## src/rtl/adc_ctrl_regs.svh

```systemverilog
// Register offsets, field positions, reset values and cycle counts of the
// converter control block. Included by its bare name; definitions only.
`ifndef ADC_CTRL_REGS_SVH
`define ADC_CTRL_REGS_SVH

// Byte offsets on the register bus.
`define OFF_SELECT       12'h000
`define OFF_CONTROL      12'h004
`define OFF_RESULT       12'h008
`define OFF_STATUS       12'h00C

// Selection register fields.
`define SEL_REF_HI       7
`define SEL_REF_LO       6
`define SEL_ADJUST       5
`define SEL_INPUT_HI     4
`define SEL_INPUT_LO     0
`define SEL_RESET        8'h00

// Control register fields.
`define CTL_ENABLE       7
`define CTL_START        6
`define CTL_AUTO         5
`define CTL_DONE         4
`define CTL_FREE_RUN     0

// Status register fields.
`define STA_LOCKED       8
`define STA_BUSY         9

// Result width and converter cycles per conversion.
`define RESULT_W         10
`define RESULT_RESET     10'h000
`define CYC_FIRST        5'd25
`define CYC_NORMAL       5'd13

`endif

```

## src/rtl/adc_ctrl_pkg.sv

```systemverilog
// Types shared by the converter control block.
// Assumes nothing of its surroundings.
package adc_ctrl_pkg;

    // Conversion sequencer states.
    typedef enum logic {
        ST_IDLE,
        ST_CONVERT
    } conv_state_t;

endpackage

```

## src/rtl/adc_select_sync_sleep_control.sv

```systemverilog
// Converter control: buffered input and reference selection, the locked
// active copy, the conversion sequencer, sleep-time starts and APB registers.
// Assumes an APB master on pclk, an analog core that converts on the active
// selection, and sleep status from CPU logic on the same clock.
`timescale 1ns/1ns
`default_nettype none

`include "adc_ctrl_regs.svh"

////////////////////////////////////////////////////////////////////////////////
module adc_select_sync_sleep_control
    import adc_ctrl_pkg::*;
#(
    parameter int DIV = 4
) (
    input  wire logic                 pclk,
    input  wire logic                 presetn,
    input  wire logic                 psel,
    input  wire logic                 penable,
    input  wire logic                 pwrite,
    input  wire logic [11:0]          paddr,
    input  wire logic [31:0]          pwdata,
    output logic      [31:0]          prdata,
    output logic                      pready,
    output logic                      pslverr,
    input  wire logic                 trigger_in,
    input  wire logic                 sleep_quiet_mode,
    input  wire logic                 cpu_halted,
    input  wire logic [`RESULT_W-1:0] core_result,
    output logic      [4:0]           analog_input_select,
    output logic      [1:0]           reference_select,
    output logic                      converter_enable,
    output logic                      conv_begin,
    output logic                      conv_tick,
    output logic                      conv_complete_req
);

    localparam int START_WAIT_MAX = 64;

    logic [7:0]           sel_buf_r;
    logic                 auto_r;
    logic                 free_run_r;
    logic                 enable_r;
    logic [6:0]           active_r;
    logic [6:0]           active_nxt;
    conv_state_t          state_r;
    conv_state_t          state_nxt;
    logic [4:0]           cnt_r;
    logic [4:0]           cnt_nxt;
    logic                 lock_r;
    logic                 lock_nxt;
    logic                 first_r;
    logic                 first_nxt;
    logic                 long_r;
    logic                 long_nxt;
    logic                 pend_r;
    logic                 pend_nxt;
    logic                 done_r;
    logic                 done_nxt;
    logic [`RESULT_W-1:0] result_r;
    logic [`RESULT_W-1:0] result_nxt;
    logic                 begin_nxt;
    logic                 req_nxt;
    logic                 begin_now;
    logic [4:0]           total;
    logic                 trig_s;
    logic                 trig_d_r;
    logic                 halt_d_r;
    logic                 trig_start;
    logic                 sleep_start;
    logic [`RESULT_W-1:0] result_s;
    logic                 tick;
    logic                 wr_sel;
    logic                 wr_ctl;
    logic [31:0]          rdata_nxt;
    logic                 rerr_nxt;

    // Address decode for the error response; the read mux and write strobes compare paddr themselves.
    function automatic logic mapped(input logic [11:0] a);
        return a == `OFF_SELECT || a == `OFF_CONTROL || a == `OFF_RESULT || a == `OFF_STATUS;
    endfunction

    ////////////////////////////////////////////////////////////////////////////
    // Pin inputs and the converter clock.

    sync_2ff #(.W(1 + `RESULT_W)) u_sync (
        .pclk    (pclk),
        .presetn (presetn),
        .din     ({trigger_in, core_result}),
        .dout    ({trig_s, result_s})
    );

    conv_clock_divider #(.DIV(DIV)) u_div (
        .pclk    (pclk),
        .presetn (presetn),
        .run     (enable_r),
        .restart (trig_start),
        .tick    (tick)
    );

    ////////////////////////////////////////////////////////////////////////////
    // Register bus. No access takes a wait state; pready is a flop set from the setup cycle.

    assign wr_sel = psel && penable && pready && pwrite && paddr == `OFF_SELECT;
    assign wr_ctl = psel && penable && pready && pwrite && paddr == `OFF_CONTROL;

    // Read data is built in the setup cycle and presented in the access cycle.
    always_comb begin
        rdata_nxt = 32'h0000_0000;
        rerr_nxt  = psel && !penable && !mapped(paddr);
        case (paddr)
            `OFF_SELECT:  rdata_nxt[7:0] = sel_buf_r;
            `OFF_CONTROL: begin
                rdata_nxt[`CTL_ENABLE]   = enable_r;
                rdata_nxt[`CTL_START]    = pend_r || state_r == ST_CONVERT;
                rdata_nxt[`CTL_AUTO]     = auto_r;
                rdata_nxt[`CTL_DONE]     = done_r;
                rdata_nxt[`CTL_FREE_RUN] = free_run_r;
            end
            `OFF_RESULT:  rdata_nxt[`RESULT_W-1:0] = result_r;
            `OFF_STATUS:  begin
                rdata_nxt[`SEL_REF_HI:`SEL_INPUT_LO] = {active_r[6:5], 1'b0, active_r[4:0]};
                rdata_nxt[`STA_LOCKED] = lock_r;
                rdata_nxt[`STA_BUSY]   = state_r == ST_CONVERT;
            end
            default:      rdata_nxt = 32'h0000_0000;
        endcase
    end

    // Control bits; the selection buffer takes writes at any time.
    always_ff @(posedge pclk or negedge presetn) begin
        if (!presetn) begin
            prdata     <= 32'h0000_0000;
            pready     <= 1'b0;
            pslverr    <= 1'b0;
            sel_buf_r  <= `SEL_RESET;
            enable_r   <= 1'b0;
            auto_r     <= 1'b0;
            free_run_r <= 1'b0;
        end else begin
            prdata  <= rdata_nxt;
            pready  <= psel && !penable;
            pslverr <= rerr_nxt;
            if (wr_sel) begin
                sel_buf_r <= pwdata[7:0];
            end
            if (wr_ctl) begin
                enable_r   <= pwdata[`CTL_ENABLE];
                auto_r     <= pwdata[`CTL_AUTO];
                free_run_r <= pwdata[`CTL_FREE_RUN];
            end
        end
    end

    ////////////////////////////////////////////////////////////////////////////
    // Start sources. A trigger edge or a halt only counts while idle, since
    // the core cannot take a second request mid-conversion.

    assign trig_start  = auto_r && enable_r && !free_run_r && trig_s && !trig_d_r
                         && state_r == ST_IDLE && !pend_r;
    assign sleep_start = sleep_quiet_mode && cpu_halted && !halt_d_r && enable_r
                         && !auto_r && state_r == ST_IDLE && !pend_r;
    assign total       = long_r ? `CYC_FIRST : `CYC_NORMAL;

    // Sequencer, completion flag, result and the active selection copy.
    always_comb begin
        state_nxt  = state_r;
        cnt_nxt    = cnt_r;
        lock_nxt   = lock_r;
        first_nxt  = first_r;
        long_nxt   = long_r;
        pend_nxt   = pend_r;
        done_nxt   = done_r;
        result_nxt = result_r;
        active_nxt = active_r;
        begin_nxt  = 1'b0;
        req_nxt    = 1'b0;
        begin_now  = 1'b0;
        if (wr_ctl && pwdata[`CTL_START] && enable_r && state_r == ST_IDLE) begin
            pend_nxt = 1'b1;
        end
        if (trig_start || sleep_start) begin
            pend_nxt = 1'b1;
        end
        if (wr_ctl && pwdata[`CTL_DONE]) begin
            done_nxt = 1'b0;
        end
        case (state_r)
            ST_IDLE: begin
                begin_now = pend_r && tick && enable_r;
            end
            ST_CONVERT: begin
                if (tick && cnt_r == total) begin
                    state_nxt  = ST_IDLE;
                    done_nxt   = 1'b1;
                    req_nxt    = 1'b1;
                    pend_nxt   = 1'b0;
                    result_nxt = result_s;
                    begin_now  = auto_r && free_run_r;
                end else if (tick) begin
                    cnt_nxt = cnt_r + 5'd1;
                    if (cnt_r + 5'd1 == total) begin
                        lock_nxt = 1'b0;
                    end
                end
            end
            default: state_nxt = ST_IDLE;
        endcase
        if (begin_now) begin
            state_nxt = ST_CONVERT;
            cnt_nxt   = 5'd1;
            lock_nxt  = 1'b1;
            long_nxt  = first_r;
            first_nxt = 1'b0;
            pend_nxt  = 1'b0;
            begin_nxt = 1'b1;
        end
        // Tracking stops on the start edge itself, so the copy from the edge before is used.
        if (!lock_r && !begin_now) begin
            active_nxt = {sel_buf_r[`SEL_REF_HI:`SEL_REF_LO],
                          sel_buf_r[`SEL_INPUT_HI:`SEL_INPUT_LO]};
        end
        // Switching off abandons a conversion; the next one is the long kind.
        if (!enable_r) begin
            state_nxt = ST_IDLE;
            lock_nxt  = 1'b0;
            pend_nxt  = 1'b0;
            first_nxt = 1'b1;
            begin_nxt = 1'b0;
        end
    end

    // Reset leaves the sequencer idle and unlocked.
    always_ff @(posedge pclk or negedge presetn) begin
        if (!presetn) begin
            state_r           <= ST_IDLE;
            cnt_r             <= 5'd0;
            lock_r            <= 1'b0;
            first_r           <= 1'b1;
            long_r            <= 1'b0;
            pend_r            <= 1'b0;
            done_r            <= 1'b0;
            result_r          <= `RESULT_RESET;
            active_r          <= 7'h00;
            conv_begin        <= 1'b0;
            conv_complete_req <= 1'b0;
            trig_d_r          <= 1'b0;
            halt_d_r          <= 1'b0;
        end else begin
            state_r           <= state_nxt;
            cnt_r             <= cnt_nxt;
            lock_r            <= lock_nxt;
            first_r           <= first_nxt;
            long_r            <= long_nxt;
            pend_r            <= pend_nxt;
            done_r            <= done_nxt;
            result_r          <= result_nxt;
            active_r          <= active_nxt;
            conv_begin        <= begin_nxt;
            conv_complete_req <= req_nxt;
            trig_d_r          <= trig_s;
            halt_d_r          <= cpu_halted;
        end
    end

    assign analog_input_select = active_r[4:0];
    assign reference_select    = active_r[6:5];
    assign converter_enable    = enable_r;
    assign conv_tick           = tick;
endmodule

`default_nettype wire

```

## src/rtl/sync_2ff.sv

```systemverilog
// Two-flop synchroniser for a bus of levels from outside the pclk domain.
// Assumes each bit is a level that stays put for several pclk cycles.
`timescale 1ns/1ns
`default_nettype none

module sync_2ff #(
    parameter int W = 1
) (
    input  wire logic         pclk,
    input  wire logic         presetn,
    input  wire logic [W-1:0] din,
    output logic      [W-1:0] dout
);

    logic [W-1:0] meta_r;

    // The first stage is read by the second stage and nothing else.
    always_ff @(posedge pclk or negedge presetn) begin
        if (!presetn) begin
            meta_r <= '0;
            dout   <= '0;
        end else begin
            meta_r <= din;
            dout   <= meta_r;
        end
    end

endmodule

`default_nettype wire

```

## src/rtl/conv_clock_divider.sv

```systemverilog
// Prescaled converter clock, given as a one-cycle tick per converter period.
// Assumes run is the converter enable; restart comes from a trigger edge.
`timescale 1ns/1ns
`default_nettype none

module conv_clock_divider #(
    parameter int DIV = 4
) (
    input  wire logic pclk,
    input  wire logic presetn,
    input  wire logic run,
    input  wire logic restart,
    output logic      tick
);

    localparam int CW = $clog2(DIV);

    logic [CW-1:0] cnt_r;
    logic [CW-1:0] cnt_nxt;
    logic          tick_nxt;

    // Held in reset while the converter is off, so it starts from a known phase.
    always_comb begin
        cnt_nxt  = cnt_r + 1'b1;
        tick_nxt = 1'b0;
        if (!run || restart) begin
            cnt_nxt = '0;
        end else if (cnt_r == CW'(DIV - 1)) begin
            cnt_nxt  = '0;
            tick_nxt = 1'b1;
        end
    end

    always_ff @(posedge pclk or negedge presetn) begin
        if (!presetn) begin
            cnt_r <= '0;
            tick  <= 1'b0;
        end else begin
            cnt_r <= cnt_nxt;
            tick  <= tick_nxt;
        end
    end

endmodule

`default_nettype wire

```

## config.mk

```make
export PLATFORM = sky130hd
export DESIGN_NAME = adc_select_sync_sleep_control
export DESIGN_NICKNAME = d
export VERILOG_FILES = /design/src/rtl/adc_ctrl_pkg.sv /design/src/rtl/adc_select_sync_sleep_control.sv /design/src/rtl/sync_2ff.sv /design/src/rtl/conv_clock_divider.sv
export VERILOG_INCLUDE_DIRS = /design/src /design/src/rtl
export SDC_FILE = /design/constraint.sdc
export NUM_CORES = 1
export LEC_CHECK = 0
export ABC_AREA = 0
export BUFFER_PORTS_ARGS = -buffer_cell sky130_fd_sc_hd__clkbuf_2
export CAP_MARGIN = 15
export CORE_MARGIN = 4
export CORE_UTILIZATION = 45
export CTS_CLUSTER_DIAMETER = 40
export DETAILED_ROUTE_END_ITERATION = 6
export PLACE_DENSITY = 0.76
export SYNTH_ARGS = -nofsm -noshare
export SYNTH_HDL_FRONTEND = slang
export SYNTH_SLANG_ARGS = --single-unit
```

## constraint.sdc

```tcl
create_clock -name pclk -period 2 [get_ports pclk]
set_input_delay 0.3 -clock pclk [delete_from_list [all_inputs] [get_ports pclk]]
set_output_delay 0.3 -clock pclk [all_outputs]
set_load 0.1 [all_outputs]
```

==> impl_results.md, run 1 <==
* Clk root buf: clkbuf_8
* # clock sinks at 80
* Die W at 94.9 µm
* Critical path data required time at 2230 ps
* Drt drc at 0
* Tcrit/Tclk final at 0.934
* Later-pin clock latency in the skew report at 340 ps
* CP max stage delay at 440 ps
* RSZ-0062 raised after global routing: no
* Peak supply drop at 0.426 mV
* Area taken by multi-input logic gates at 1230 µm²
* Crit path time final at 1870 ps
* # setup viols final at 0
* TritonCTS clock tree: built
* DR vias at 2,139
* Status: completed
* Total GRT Usage at 0.151
* Final count of pins violating max slew at 0
* Pwr dens at 752 nW/µm²
* H-tree levels at 3
* Count of state elements after synthesis at 80
* Total CTS buffers at 9
* R2R depth at 7
* Synthesized cell area at 3400 µm²
* FP Rows at 31
* DP HPWL at 4740 µm
* WHS Endpoint: u_sync.meta_r[5]
* Proportion of synthesized chip area in sequential cells at 0.590
* Die area at 9000 µm²
* Initial DRC Count at 83
* EDFF count, synth at 0
* Clk buf depth at 2
* P_leak at 2.00 nW
* Detailed Routing Iterations Pass 1 at 4
* WL per Instance at 14.5 µm
* WP buf/inv at 2
* Synth Instances at 260
* Starting Density at 0.466
* Asr flop ratio synth at 1.00
* First-pass GRT wire length at 10,200 µm
* Crit-path max FO at 7
* Clock Pin Slew Worst Setup and Hold Paths at 80 ps
* Slew headroom at 0.637
* Final WL at 6350 µm
* Largest net degree at the start of global routing at 44
* PortBufs at 60
* Crit path cell chain: inv_1 > ha_1 > nand3_1 > a22oi_1 > a21oi_2 > buf_4 > mux2_2
* Hold_sp: core_result[5]
* Ports at 107
* Fillers at 645
* Register area at 2010 µm²
* Actual slew at the worst max-slew pin at 547 ps
* Worst hold stages at 1
* Vias in the first global route at 2,143
* Setup Fix Bufs, Post-CTS at 0
* Nets at 400
* RePlAce Congestion at 0.869
* Synth Flop Type: dfrtp_1
* FF-to-FF setup slack at 130 ps
* CP top delay family: flip-flops
* Slowest stage cell, crit path: dfrtp_1
* Fmax at 0.535 GHz
* Syn-to-layout area delta at 16.5%
* Final Hold Viols at 0
* Initial antenna violation count at 0
* Critical path launch point type: flop
* Number of synthesis warnings at 0
* ANT cells at 0
* WS Path Type: reg2reg
* Crit path DAT at 2100 ps
* Via density at 4.89
* Total negative slack at 0 ps
* Antenna-violating nets left at 0
* Synthesized area per cell at 13.1 µm²
* Core area at 7290 µm²
* Worst hold-check path type: in2reg
* Max_cap viols at 0
* Netlist cell types at 46
* GRT overflow at 0
* Reg-to-Reg Start: cnt_r[1]
* Crit Reg-Reg Endpoint: active_r[1]
* Ratio of cells with drive above 1 in the final layout at 0.382
* Die Y-Extent at 94.9 µm
* Final Skew at 8.52 ps
* Worst setup EP type: flop
* Fin util at 0.543
==> synth_stat cells (3+ instances only) <==
master	n	area, µm²
dfrtp_1	79	1980
buf_4	23	173
mux2_2	22	248
nor2_1	15	56.3
inv_1	9	33.8
mux2_4	9	135
nand2_1	9	33.8
nand3_1	8	40.0
a21oi_1	7	35.0
and2_1	7	43.8
nand4_1	6	37.5
mux2i_1	5	50.1
a22oi_1	4	30.0
ha_1	4	50.1
a211oi_1	3	22.5
and3_1	3	18.8
clkbuf_1	3	11.3
mux4_2	3	67.6
nor2b_1	3	18.8
o21ai_0	3	15.0
o31ai_1	3	22.5
==> through the flow <==
step | hold slack, ps | instance area (µm²) | cells | setup slack (ps) | power, W
finish | 56.4 | 3960 | 437 | 131 | 0.00298
global route | 27.8 | 3960 | 437 | 59.7 | 0.00312
CTS | 39.6 | 3960 | 437 | 155 | 0.00301
detailed placement | 320 | 3780 | 421 | 6.84 | 0.00198
global placement | 316 | 3780 | 421 | 84.7 | 0.00198
floorplan | 4.41 | 3480 | 281 | 19.0 | 0.00193
==> layout by cell type, fill, tap and decap left out, types with 9 or more instances in the layout <==
cell type   n
dfrtp_1    77
clkbuf_2   59
mux2_2     22
conb_1     22
nor2_1     15
buf_4      12
inv_1       9
nand2_1     9
mux2_4      9
clkbuf_8    9
==> state kept, by name, indices dropped and copies added (netlist names), 2 cells and up <==
| signal | flops |
|---|---|
| active_r | 7 |
| cnt_r | 5 |
| prdata | 10 |
| result_r | 10 |
| sel_buf_r | 8 |
| u_div.cnt_r | 2 |
| u_sync.dout | 11 |
| u_sync.meta_r | 11 |
==> layout make-up <==
class	count	share of cell area
clock buffers	9	0.0313
clock inverters	6	0.0114
inverters	9	0.00853
multi-input cells	162	0.311
flip-flops and latches	80	0.507
well taps	99	0.0313
repair buffers	72	0.0999
==> per-layer routing <==
layer / up-vias / track usage / wire length, µm
met1: 1022 / 0.188 / 2740
met2: 78 / 0.245 / 3090
met3: 15 / 0.0414 / 379
met4: 0 / 0.0673 / 139
met5: - / 0 / 0
li1: 1024 / - / -
==> cells by family (layout without fill, tap and decap cells) <==
logic type | count (synthesis) | in the layout | share of synthesized area
simple gates | 64 | 64 | 0.102
compound gates | 32 | 32 | 0.0718
flops | 80 | 80 | 0.590
fa+ha+maj | 4 | 4 | 0.0147
mux | 39 | 39 | 0.147
other cells | 1 | 22 | 0.00110
buf+inv | 39 | 96 | 0.0711
xor+xnor | 1 | 1 | 0.00258
==> worst max-delay path by stage <==
stage | from | end | slack (ps) | cells after the start
after CTS | cnt_r[1] | active_r[6] | 160 | 7
after global routing | cnt_r[1] | active_r[3] | 60 | 7
final | cnt_r[1] | active_r[1] | 130 | 7
after floorplan | pready | sel_buf_r[0] | 20 | 4
after global placement | paddr[1] | sel_buf_r[2] | 80 | 5
after detailed placement | paddr[1] | sel_buf_r[6] | 7 | 5
==> power breakdown <==
part           switching [W]  internal [W]  total, W
Combinational       0.000255     0.0000442  0.000299
Sequential        0.00000755       0.00164   0.00165
Clock               0.000579      0.000449   0.00103
==> what timing repair did <==
item | in CTS | in global routing
hold endpoints to repair | 39 | 0
gates resized for setup | 0 | 0
hold buffers | 1 | 0
Power figures use the tool's default switching activity.
==> run 2, diff against run 1 <==
- clock period: 2 -> 1.8 ns (I/O delays scaled with it)
==> run 2 against run 1 <==
Hold slack got worse by 32 ps. Sequential share of layout area shrank 1.8 points. Cell count increased by 2.3%. Combinational power up 13%. Clock power is 26% higher. Via count increased by 3.2%. Wire length is 1.5% higher. First-iteration DRC count up 14%. Fmax grew 7.7%. Register-to-register slack got worse by 70 ps. Die area is the same. Design area rose by 4.0%. Largest power group unchanged.
==> impl_results.md, run 2 (synthesis results as in run 1) <==
* Clock Pin Slew Worst Setup and Hold Paths at 90 ps
* Pwr Total at 0.00347 W
* Crit-path max FO at 6
* Max_cap viols at 0
* Total GRT Usage at 0.152
* Later-pin clock latency in the skew report at 350 ps
* Slowest stage cell, crit path: a2111oi_2
* Setup WS pre-CTS at -114 ps
* Setup Fix Bufs, Post-CTS at 0
* Starting Density at 0.466
* FP Rows at 31
* Biggest regs: u_sync.dout (11), u_sync.meta_r (11)
* Crit path cell chain: buf_4 > ha_2 > nand2_1 > a2111oi_2 > a211oi_1 > o221a_2
* TritonCTS clock tree: built
* RSZ-0062 raised after global routing: yes
* Crit path time final at 1740 ps
* WP buf/inv at 1
* # setup viols final at 0
* Status: completed
* Largest net degree at the start of global routing at 81
* Nets at 409
* PortBufs at 60
* Die W at 94.9 µm
* DR vias at 2,207
* Final Hold Viols at 0
* Final Skew at 13.9 ps
* WL per Instance at 14.4 µm
* RePlAce Congestion at 0.799
* Worst hold-check path type: in2reg
* Actual slew at the worst max-slew pin at 547 ps
* CP max stage delay at 430 ps
* Most frequent cells in the layout: dfrtp_1, clkbuf_2, mux2_2, conb_1, nor2_1
* DP HPWL at 4670 µm
* Clk buf depth at 2
* Post-route worst setup slack at 64.7 ps
* Slew headroom at 0.637
* GRT overflow at 0
* Via density at 4.94
* Antenna-violating nets left at 0
* Total CTS buffers at 9
* Worst setup EP type: flop
* First-pass GRT wire length at 10,200 µm
* Peak supply drop at 0.431 mV
* Final WL at 6450 µm
* Register area at 2010 µm²
* H-tree levels at 3
* Ports at 107
* Pwr dens at 843 nW/µm²
* Area taken by multi-input logic gates at 1250 µm²
* Critical path data required time at 2040 ps
* Commonest non-fill, non-tap cell in the layout: dfrtp_1
* Clk root buf: clkbuf_8
* Drt drc at 0
* Final count of pins violating max slew at 0
* P_leak at 2.06 nW
* Critical path launch point type: flop
* ANT cells at 0
* Fillers at 628
* Detailed Routing Iterations Pass 1 at 4
* Tcrit/Tclk final at 0.964
* Initial antenna violation count at 0
* WS Path Type: reg2reg
* Ratio of cells with drive above 1 in the final layout at 0.397
* Die area at 9000 µm²
* Syn-to-layout area delta at 21.2%
* Core area at 7290 µm²
* Crit path DAT at 1980 ps
* Initial DRC Count at 95
* Vias in the first global route at 2,147
* CP top delay family: compound AO/OA/AOI/OAI gates
* Fmax at 0.576 GHz
* Total negative slack at 0 ps
* Die Y-Extent at 94.9 µm
* # clock sinks at 80
* Fin util at 0.565
## run 2: per-stage QoR
stage / area, µm² / hold WS (ps) / cells
after floorplan: 3490 / -25.6 / 281
after global routing: 4120 / 2.58 / 447
after CTS: 4100 / 1.05 / 447
final: 4120 / 24.4 / 447
after detailed placement: 3840 / 322 / 425
after global placement: 3840 / 316 / 425
## run 2: layer usage
layer,up-vias,global-route usage,share of wire
met5,-,0,0
met2,85,0.246,0.50
li1,1044,-,-
met4,0,0.0745,0.016
met1,1069,0.186,0.43
met3,9,0.0430,0.064
## run 2: final timing paths
path / startpoint / end / slack [ps] / cells past startpoint
worst max-delay path: cnt_r[0] / lock_r / 60 / 6
worst min-delay path: core_result[6] / u_sync.meta_r[6] / 20 / 1
worst max register to register: cnt_r[0] / lock_r / 60 / 6
worst min register to register: u_sync.meta_r[0] / u_sync.dout[0] / 350 / 0
max in group asynchronous: presetn / converter_enable / 970 / 3
min in group asynchronous: presetn / u_div.cnt_r[0] / 470 / 3
## run 2: layout make-up
type,count,area share
Clock buffer,11,0.0319
Clock inverter,5,0.0155
Inverter,9,0.00821
Multi-Input combinational cell,162,0.304
Sequential cell,80,0.489
Tap cell,99,0.0301
Timing Repair Buffer,81,0.122
## run 2: report_power, final
group          internal, W  switching (W)
clock network     0.000654       0.000647
registers          0.00183     0.00000771
logic            0.0000550       0.000283
## run 2: timing repair
item | CTS | global route
hold endpoints to repair | 84 | 0
pin swaps | 0 | 2
hold buffers | 6 | 0
resized for setup | 2 | 5
endpoints found under the setup margin | 1 | 5
